`src/logic/basic_interval_timer_defs.svh`:
```
// Register offsets, field positions and reset values of the interval timer
`ifndef BASIC_INTERVAL_TIMER_DEFS_SVH
`define BASIC_INTERVAL_TIMER_DEFS_SVH

`define TMR_COUNT_OFS 5'h00
`define TMR_RELOAD_OFS 5'h04
`define TMR_STATUS_OFS 5'h08
`define TMR_IRQEN_OFS 5'h0c
`define TMR_CONTROL_OFS 5'h10

`define CTL_ENABLE_BIT 0
`define CTL_UP_BIT 2
`define CTL_AUTO_BIT 3
`define CTL_SOFTRST_BIT 4
`define CTL_START_BIT 5
`define CTL_SPARE_BIT 6
`define CTL_HALT_BIT 7
`define CTL_PRESCALE_LSB 16
`define CTL_PRESCALE_MSB 31

`define TMR_RESET_VALUE 32'h0000_0000
`define TMR_SYS_CLK_MHZ 48

`endif

```
`src/logic/basic_interval_timer_pkg.sv`:
```
// Types shared by the interval timer
package basic_interval_timer_pkg;
    typedef enum logic [1:0] {
        ST_IDLE = 2'b00,
        ST_RUN = 2'b01,
        ST_DONE = 2'b11
    } run_state_t;
endpackage

```
`src/logic/basic_interval_timer.sv`:
```
// Basic interval timer with prescaler, APB register slave
// Function
// - Width parameter selects 16 or 32 bit counter and preload.
// - Counter runs on system clock, slowed only by prescaler enables.
// - Internal reset is system reset OR soft reset, clears everything.
// - Interrupt output is limit status gated by its enable.
// - Active only when enabled, started and not halted.
// - One-shot mode stops at limit with a level status.
// - Continuous mode reloads from preload and pulses status one cycle.
// - Counter is firmware read/write, hardware updated, resets to zero.
// - Counter reads come from a consistent snapshot.
// - In 16-bit build upper counter bits read zero, ignore writes.
// - Restart leaves the counter as it is; preload is loaded only at limit in continuous mode; preload sized like counter.
// - Status bit 0 cleared by write; pulse in continuous, level else.
// - Enable bit 0 gates status to interrupt; resets to zero.
// - Prescale bits 31:16 give one enable per value plus one clocks.
// - Halt bit 7 stops counting, resets divider, resumes afterwards.
// - Start bit 5 clears itself at one-shot end, stays in continuous.
// - Setting start resets divider, starts counting, clears status.
// - Clearing start disables divider and stops counter.
// - Bit 2 selects up or down; one-shot holds at all ones or zero.
// - Bit 3 selects continuous reload or done state.
// - Enable bit 0 allows operation; zero gates the block.
//
// The APB slave port was left to the implementer.
`timescale 1ns/10ps
`include "basic_interval_timer_defs.svh"

module basic_interval_timer #(
    parameter int WIDTH = 32
) (
    input wire logic pclk, // System clock, 48 MHz nominal
    input wire logic presetn, // System reset, active low
    input wire logic psel, // APB select
    input wire logic penable, // APB access phase
    input wire logic pwrite, // APB direction
    input wire logic [31:0] paddr, // APB byte address
    input wire logic [31:0] pwdata, // APB write data
    input wire logic [3:0] pstrb, // APB byte strobes
    output logic [31:0] prdata, // APB read data
    output logic pready, // APB ready
    output logic pslverr, // APB error for unmapped address
    output logic timer_irq, // Interrupt request, level in one-shot mode, one-cycle pulse in continuous mode
    output logic timer_active // High while counting, low when it may sleep
);
    // ==========================================================
    // Bus decode
    logic soft_reset;
    logic [WIDTH-1:0] count;
    logic [WIDTH-1:0] reload;
    logic [31:0] snapshot;
    logic [31:0] control;
    logic status;
    logic irq_en;
    logic [15:0] div_count;
    logic tick;
    logic at_limit;
    basic_interval_timer_pkg::run_state_t state;

    wire logic access = psel && penable && !pready;
    wire logic setup = psel && !penable;
    wire logic wr = access && pwrite;
    wire logic mapped = (paddr[31:5] == 27'h0) && (paddr[1:0] == 2'h0)
        && (paddr[4:0] <= `TMR_CONTROL_OFS);
    wire logic wr_count = wr && mapped && paddr[4:0] == `TMR_COUNT_OFS;
    wire logic wr_reload = wr && mapped && paddr[4:0] == `TMR_RELOAD_OFS;
    wire logic wr_status = wr && mapped && paddr[4:0] == `TMR_STATUS_OFS;
    wire logic wr_irqen = wr && mapped && paddr[4:0] == `TMR_IRQEN_OFS;
    wire logic wr_control = wr && mapped && paddr[4:0] == `TMR_CONTROL_OFS;

    function automatic logic [31:0] merge(input logic [31:0] old_v, input logic [31:0] new_v,
        input logic [3:0] strb);
        logic [31:0] r;
        r = old_v;
        for (int i = 0; i < 4; i++) begin
            if (strb[i]) begin
                r[8*i +: 8] = new_v[8*i +: 8];
            end
        end
        return r;
    endfunction

    function automatic logic [31:0] widen(input logic [WIDTH-1:0] v);
        logic [31:0] r;
        r = 32'h0000_0000;
        r[WIDTH-1:0] = v;
        return r;
    endfunction

    wire logic [31:0] next_control = merge(control, pwdata, pstrb);
    wire logic start_rise = wr_control && next_control[`CTL_START_BIT]
        && !control[`CTL_START_BIT];
    wire logic enabled = control[`CTL_ENABLE_BIT];
    wire logic running = enabled && control[`CTL_START_BIT]
        && !control[`CTL_HALT_BIT];
    wire logic count_up = control[`CTL_UP_BIT];
    wire logic auto_restart = control[`CTL_AUTO_BIT];

    // Combined internal reset; soft reset is a registered pulse so it is glitch free
    wire logic timer_rst_n = presetn && !soft_reset;

    // ==========================================================
    // Soft reset request
    // Raised at the edge where the master takes pready, so the write is answered
    // before the reset clears the bus outputs; firing earlier would swallow pready
    always_ff @(posedge pclk or negedge presetn) begin
        if (!presetn) begin
            soft_reset <= 1'b0;
        end else begin
            soft_reset <= pready && psel && penable && pwrite && mapped
                && paddr[4:0] == `TMR_CONTROL_OFS && pstrb[0]
                && pwdata[`CTL_SOFTRST_BIT];
        end
    end

    // ==========================================================
    // APB handshake: one wait cycle, answer in the second access cycle
    always_ff @(posedge pclk or negedge timer_rst_n) begin
        if (!timer_rst_n) begin
            pready <= 1'b0;
            pslverr <= 1'b0;
            prdata <= 32'h0000_0000;
        end else begin
            pready <= access;
            pslverr <= access && !mapped;
            if (access && !pwrite && mapped) begin
                case (paddr[4:0])
                    `TMR_COUNT_OFS: prdata <= snapshot;
                    `TMR_RELOAD_OFS: prdata <= widen(reload);
                    `TMR_STATUS_OFS: prdata <= {31'h0, status};
                    `TMR_IRQEN_OFS: prdata <= {31'h0, irq_en};
                    `TMR_CONTROL_OFS: prdata <= control;
                    default: prdata <= 32'h0000_0000;
                endcase
            end else begin
                prdata <= 32'h0000_0000;
            end
        end
    end

    // Snapshot taken at setup so every byte of one read comes from one value
    always_ff @(posedge pclk or negedge timer_rst_n) begin
        if (!timer_rst_n) begin
            snapshot <= `TMR_RESET_VALUE;
        end else if (setup && paddr[4:0] == `TMR_COUNT_OFS) begin
            snapshot <= widen(count);
        end
    end

    // ==========================================================
    // Control register
    always_ff @(posedge pclk or negedge timer_rst_n) begin
        if (!timer_rst_n) begin
            control <= `TMR_RESET_VALUE;
        end else if (wr_control) begin
            control <= next_control & 32'hffff_00ed;
        end else if (running && tick && at_limit && !auto_restart) begin
            control[`CTL_START_BIT] <= 1'b0;
        end
    end

    always_ff @(posedge pclk or negedge timer_rst_n) begin
        if (!timer_rst_n) begin
            irq_en <= 1'b0;
        end else if (wr_irqen && pstrb[0]) begin
            irq_en <= pwdata[0];
        end
    end

    always_ff @(posedge pclk or negedge timer_rst_n) begin
        if (!timer_rst_n) begin
            reload <= WIDTH'(0);
        end else if (wr_reload) begin
            reload <= WIDTH'(merge(widen(reload), pwdata, pstrb));
        end
    end

    // ==========================================================
    // Prescaler: halted, stopped or restarted resets the divider
    always_ff @(posedge pclk or negedge timer_rst_n) begin
        if (!timer_rst_n) begin
            div_count <= 16'h0000;
        end else if (!running || start_rise) begin
            div_count <= 16'h0000;
        end else if (div_count >= control[`CTL_PRESCALE_MSB:`CTL_PRESCALE_LSB]) begin
            div_count <= 16'h0000;
        end else begin
            div_count <= div_count + 16'h0001;
        end
    end

    assign tick = running && !start_rise
        && div_count >= control[`CTL_PRESCALE_MSB:`CTL_PRESCALE_LSB];
    assign at_limit = count_up ? (count == {WIDTH{1'b1}}) : (count == WIDTH'(0));

    // ==========================================================
    // Counter and run state
    always_ff @(posedge pclk or negedge timer_rst_n) begin
        if (!timer_rst_n) begin
            count <= WIDTH'(0);
        end else if (wr_count) begin
            count <= WIDTH'(merge(widen(count), pwdata, pstrb));
        end else if (tick) begin
            if (at_limit) begin
                if (auto_restart) begin
                    count <= reload;
                end
            end else if (count_up) begin
                count <= count + WIDTH'(1);
            end else begin
                count <= count - WIDTH'(1);
            end
        end
    end

    always_ff @(posedge pclk or negedge timer_rst_n) begin
        if (!timer_rst_n) begin
            state <= basic_interval_timer_pkg::ST_IDLE;
        end else begin
            case (state)
                basic_interval_timer_pkg::ST_IDLE:
                    if (running) begin
                        state <= basic_interval_timer_pkg::ST_RUN;
                    end
                basic_interval_timer_pkg::ST_RUN:
                    if (tick && at_limit && !auto_restart) begin
                        state <= basic_interval_timer_pkg::ST_DONE;
                    end else if (!control[`CTL_START_BIT]) begin
                        state <= basic_interval_timer_pkg::ST_IDLE;
                    end
                basic_interval_timer_pkg::ST_DONE:
                    if (start_rise) begin
                        state <= basic_interval_timer_pkg::ST_RUN;
                    end
                default: state <= basic_interval_timer_pkg::ST_IDLE;
            endcase
        end
    end

    // ==========================================================
    // Limit status: hardware set wins over software clear
    always_ff @(posedge pclk or negedge timer_rst_n) begin
        if (!timer_rst_n) begin
            status <= 1'b0;
        end else if (tick && at_limit) begin
            status <= 1'b1;
        end else if (start_rise) begin
            status <= 1'b0;
        end else if (auto_restart) begin
            status <= 1'b0;
        end else if (wr_status && pstrb[0] && pwdata[0]) begin
            status <= 1'b0;
        end
    end

    always_ff @(posedge pclk or negedge timer_rst_n) begin
        if (!timer_rst_n) begin
            timer_irq <= 1'b0;
            timer_active <= 1'b0;
        end else begin
            timer_irq <= status && irq_en;
            timer_active <= running;
        end
    end
endmodule

```
`config.mk`:
```
export PLATFORM = sky130hd
export DESIGN_NAME = basic_interval_timer
export DESIGN_NICKNAME = d
export VERILOG_FILES = /design/src/logic/basic_interval_timer_pkg.sv /design/src/logic/basic_interval_timer.sv
export VERILOG_INCLUDE_DIRS = /design/src /design/src/logic
export SDC_FILE = /design/constraint.sdc
export NUM_CORES = 1
export LEC_CHECK = 0
export BUFFER_PORTS_ARGS = -buffer_cell sky130_fd_sc_hd__buf_4
export CAP_MARGIN = 20
export CORE_MARGIN = 2
export CORE_UTILIZATION = 55
export CTS_CLUSTER_SIZE = 40
export DETAILED_ROUTE_END_ITERATION = 16
export PLACE_DENSITY = 0.73
export REMOVE_ABC_BUFFERS = 1
export SLEW_MARGIN = 10
export SYNTH_ARGS = -nofsm -noshare
export SYNTH_HDL_FRONTEND = slang
export SYNTH_SLANG_ARGS = --single-unit
```
`constraint.sdc`:
```
create_clock -name pclk -period 25.5 [get_ports pclk]
set_input_delay 3.825 -clock pclk [delete_from_list [all_inputs] [get_ports pclk]]
set_output_delay 3.825 -clock pclk [all_outputs]
set_load 0.02 [all_outputs]
```
==> key figures <==
Placed design
  – Final Wtd Congestion: 0.903
  – DP Area: 10600 um2
  – Input/output buffers: 108
  – Post-Place Cells: 1246
  – DP HPWL: 16800 um

Min path
  – Worst min path class: reg -> reg
  – HP Start: pready

Critical path
  – Crit path cell chain: buf_4, nor3_1, and2_1, buf_4, and4_1, buf_4, nor3b_2, buf_4, a21oi_2, mux2_2
  – Crit path buffers/inverters: 4
  – Most frequent CP cell: buf_4
  – Critical path's largest stage delay: 490 ps
  – Setup crit end kind: flop
  – Worst Setup SP: paddr[1]
  – Worst Path Arrival: 6850 ps
  – CP top delay family: buffers and inverters
  – Critical R2R Launch: control[2]
  – Max Fanout on Critical Path: 34
  – Kind of critical path: in -> reg
  – CP startpoint kind: input pin
  – CP Data Required Time: 25820 ps
  – CP max stage cell: a21oi_2

Final layout
  – Commonest non-fill, non-tap cell in the layout: dfrtp_1
  – Ant diodes: 0
  – Nets: between 1000 and 1500
  – Fraction of layout cells with a size suffix above 1: 0.212
  – Final core utilization: 0.652
  – Fin cells: around 1300
  – Post-route design area: 11200 um2
  – Commonest cells after routing, fill and taps aside: 173 x dfrtp_1, 120 x buf_4, 100 x nor2_1
  – P&R area growth vs syn: 16.7%

Timing
  – Worst Max-Slew Pin Slew: 1140 ps
  – Slew headroom: 0.243
  – Hold Violations, Final: 0
  – Setup TNS: 0 ps
  – Slew Limit Fails: 0
  – Final Setup Violations: 0
  – Final period util: 0.256
  – Clock Skew: between 8 and 9 ps
  – Post-layout min period: 6530 ps
  – RSZ-0062 raised after global routing: false
  – Achievable Freq: about 150 MHz

Drt
  – WL per Instance: 18.8 um
  – Drt total wl: 24000 um
  – DR pass1 iterations: 6
  – Final antenna-violating net count: 0
  – DR vias: 7806
  – # DRC: 0
  – Vias per std cell: 6.11
  – Detailed Route Iter0 Violations: 698

CTS
  – Clk root buf: clkbuf_16
  – Clock sinks: 173
  – Post-CTS resize count: 0
  – Hold buffer count at cts: 0
  – Clock Latency Late Sink: 430 ps
  – Clock Tree Buf Depth: 2
  – Htree depth: 4
  – Clock transition at path regs: around 70 ps
  – CTS tree: built
  – Setup bufs post-CTS: 0
  – Num CTS Buffers: 17

Pwr
  – Power Total: 553 uW
  – Comb power frac: 0.037
  – PD cells: a little under 50 nW/um2
  – Internal power: around 430 uW
  – Switching share of total power: 0.218
  – Max VDD drop: between 0.04 and 0.05 mV
  – Clock power frac: 0.465
  – Sequential group share of total power: 0.498
  – Leak Pwr: 5.50 nW
  – Sw Pwr: between 100 and 150 uW

GRT
  – First-pass GRT wire length: 39000 um
  – Total grt overflow: 0
  – Largest net degree at the start of global routing: 74
  – GRT Total Usage: 0.271
  – Vias in the first global route: 7490
  – Initial antenna violation count: 0

Floorplanning
  – Die ar.: 18500 um2
  – Starting Density: 0.559
  – Core area: ~17000 um2
  – Die outline height: approximately 140 um
  – Rows: 48
  – IO Count: 109
  – Die Width: 136 um

Synthesis
  – Avg Inst Size Synth: 10.2 um2
  – Number of synthesized flops with an enable pin: 0
  – Yosys reg bits: roughly 170
  – Syn Std Cell Area: 9600 um2
  – Cells after synthesis: 941
  – Post-synth top flop: dfrtp_1
  – Yosys warns: 0
  – Seq/Total Area, Yosys: 0.451
  – FFs w/ async S/R, synth: 1.00
  – Distinct cells, synth: slightly below 70

Status
  – Status: completed

Flow run
  – Max-cap violation count: 0
[Yosys cell counts (3+ instances only)]
cell type  count  area (um2)
o21bai_1       4        30.0
o21ai_0       25         125
nand3b_1       6        45.0
or3_1          9        56.3
nor4_1        14        87.6
o211ai_1       6        45.0
and2_1         5        31.3
dfrtp_1      173        4330
xnor2_1       15         131
a31oi_1        6        37.5
nand2b_1       4        25.0
nand4_1       15        93.8
a222oi_1      22         220
a221oi_1       3        26.3
nor2b_1        4        25.0
nor2_1       100         375
mux2i_1       19         190
o31ai_1        7        52.6
ha_1          47         588
buf_2          7        35.0
inv_1         28         105
xor2_1        21         184
o21ai_1       26         130
mux2_1        26         293
a311oi_1       3        26.3
and3_1        14        87.6
a211oi_1      18         135
clkbuf_1      29         109
a21oi_1       35         175
a21o_1        21         158
mux2_2        60         676
nor3_1        11        55.1
a22oi_1       10        75.1
nand3_1       23         115
nand2_1       81         304
[worst register-to-register path, stage by stage, from the launching register on]
cell and delay [ps]:
dfrtp_1 490, inv_1 420, buf_4 360, ha_1 380
nand2_1 100, a21oi_1 40, a211oi_1 380, nor2_1 130
a211oi_2 410, o221ai_1 300, and2_0 220, o311ai_1 280
a31oi_1 120
[cells by family (layout without fill, tap and decap cells)]
logic type               after synthesis  in the layout  synth area share
XOR/XNOR                              36             36            0.0329
multiplexers                         105            105             0.121
AO/OA/AOI/OAI                        212            212             0.156
buffers and inverters                 69            181            0.0295
AND/OR/NAND/NOR                      298            298             0.146
flip-flops                           173            173             0.451
adder cells (fa/ha/maj)               48             48            0.0634
[final cells by class]
cell class / count / area, um2
clock inverter: 10 / 115
sequential: 173 / 4330
fill: 1424 / 5970
multi-input combinational: 699 / 4990
inverter: 29 / 109
clock buffer: 21 / 460
timing repair buffer: 121 / 916
tap: 225 / 282
[worst paths after layout]
path / endpoint / slack (ps) / cells after the start
max: count[14] / 18970 / 10
min: pslverr / 500 / 1
max reg2reg: count[30] / 21750 / 12
min reg2reg: pslverr / 500 / 1
max in group asynchronous: count[27] / 20760 / 4
min in group asynchronous: timer_irq / 520 / 2
[power groups by stage]
| stage | Sequential (mW) | Combinational (mW) | Clock, mW |
|---|---|---|---|
| after floorplan | 0.281 | 0.00623 | 0 |
| after global placement | 0.281 | 0.0205 | 0 |
| after detailed placement | 0.281 | 0.0208 | 0 |
| after CTS | 0.276 | 0.0208 | 0.261 |
| after global routing | 0.276 | 0.0227 | 0.271 |
| final | 0.276 | 0.0203 | 0.257 |
[sequential cells by signal (all words and copies together), names as in the netlist]
signal and flops:
count 32, prdata 32, reload 32, snapshot 32, control 22, div_count 16, irq_en 1, pready 1
pslverr 1, soft_reset 1, status 1, timer_active 1, timer_irq 1
[metal layers]
| layer | track usage | wire [um] | part of all wire |
|---|---|---|---|
| met1 | 0.391 | 11300 | 0.47 |
| met4 | 0.0943 | 496 | 0.021 |
| met3 | 0.0444 | 1380 | 0.057 |
| met5 | 0 | 0 | 0 |
| met2 | 0.415 | 10800 | 0.45 |
[through the flow]
| stage | hold slack [ps] | worst slack [ps] |
|---|---|---|
| 2_1_floorplan | 450 | 11010 |
| 3_3_place_gp | 465 | 18650 |
| 3_5_place_dp | 476 | 18600 |
| 4_1_cts | 500 | 19040 |
| 5_1_grt | 520 | 18770 |
| 6_report | 498 | 18970 |
No activity file was read; power rests on OpenSTA's default activity.
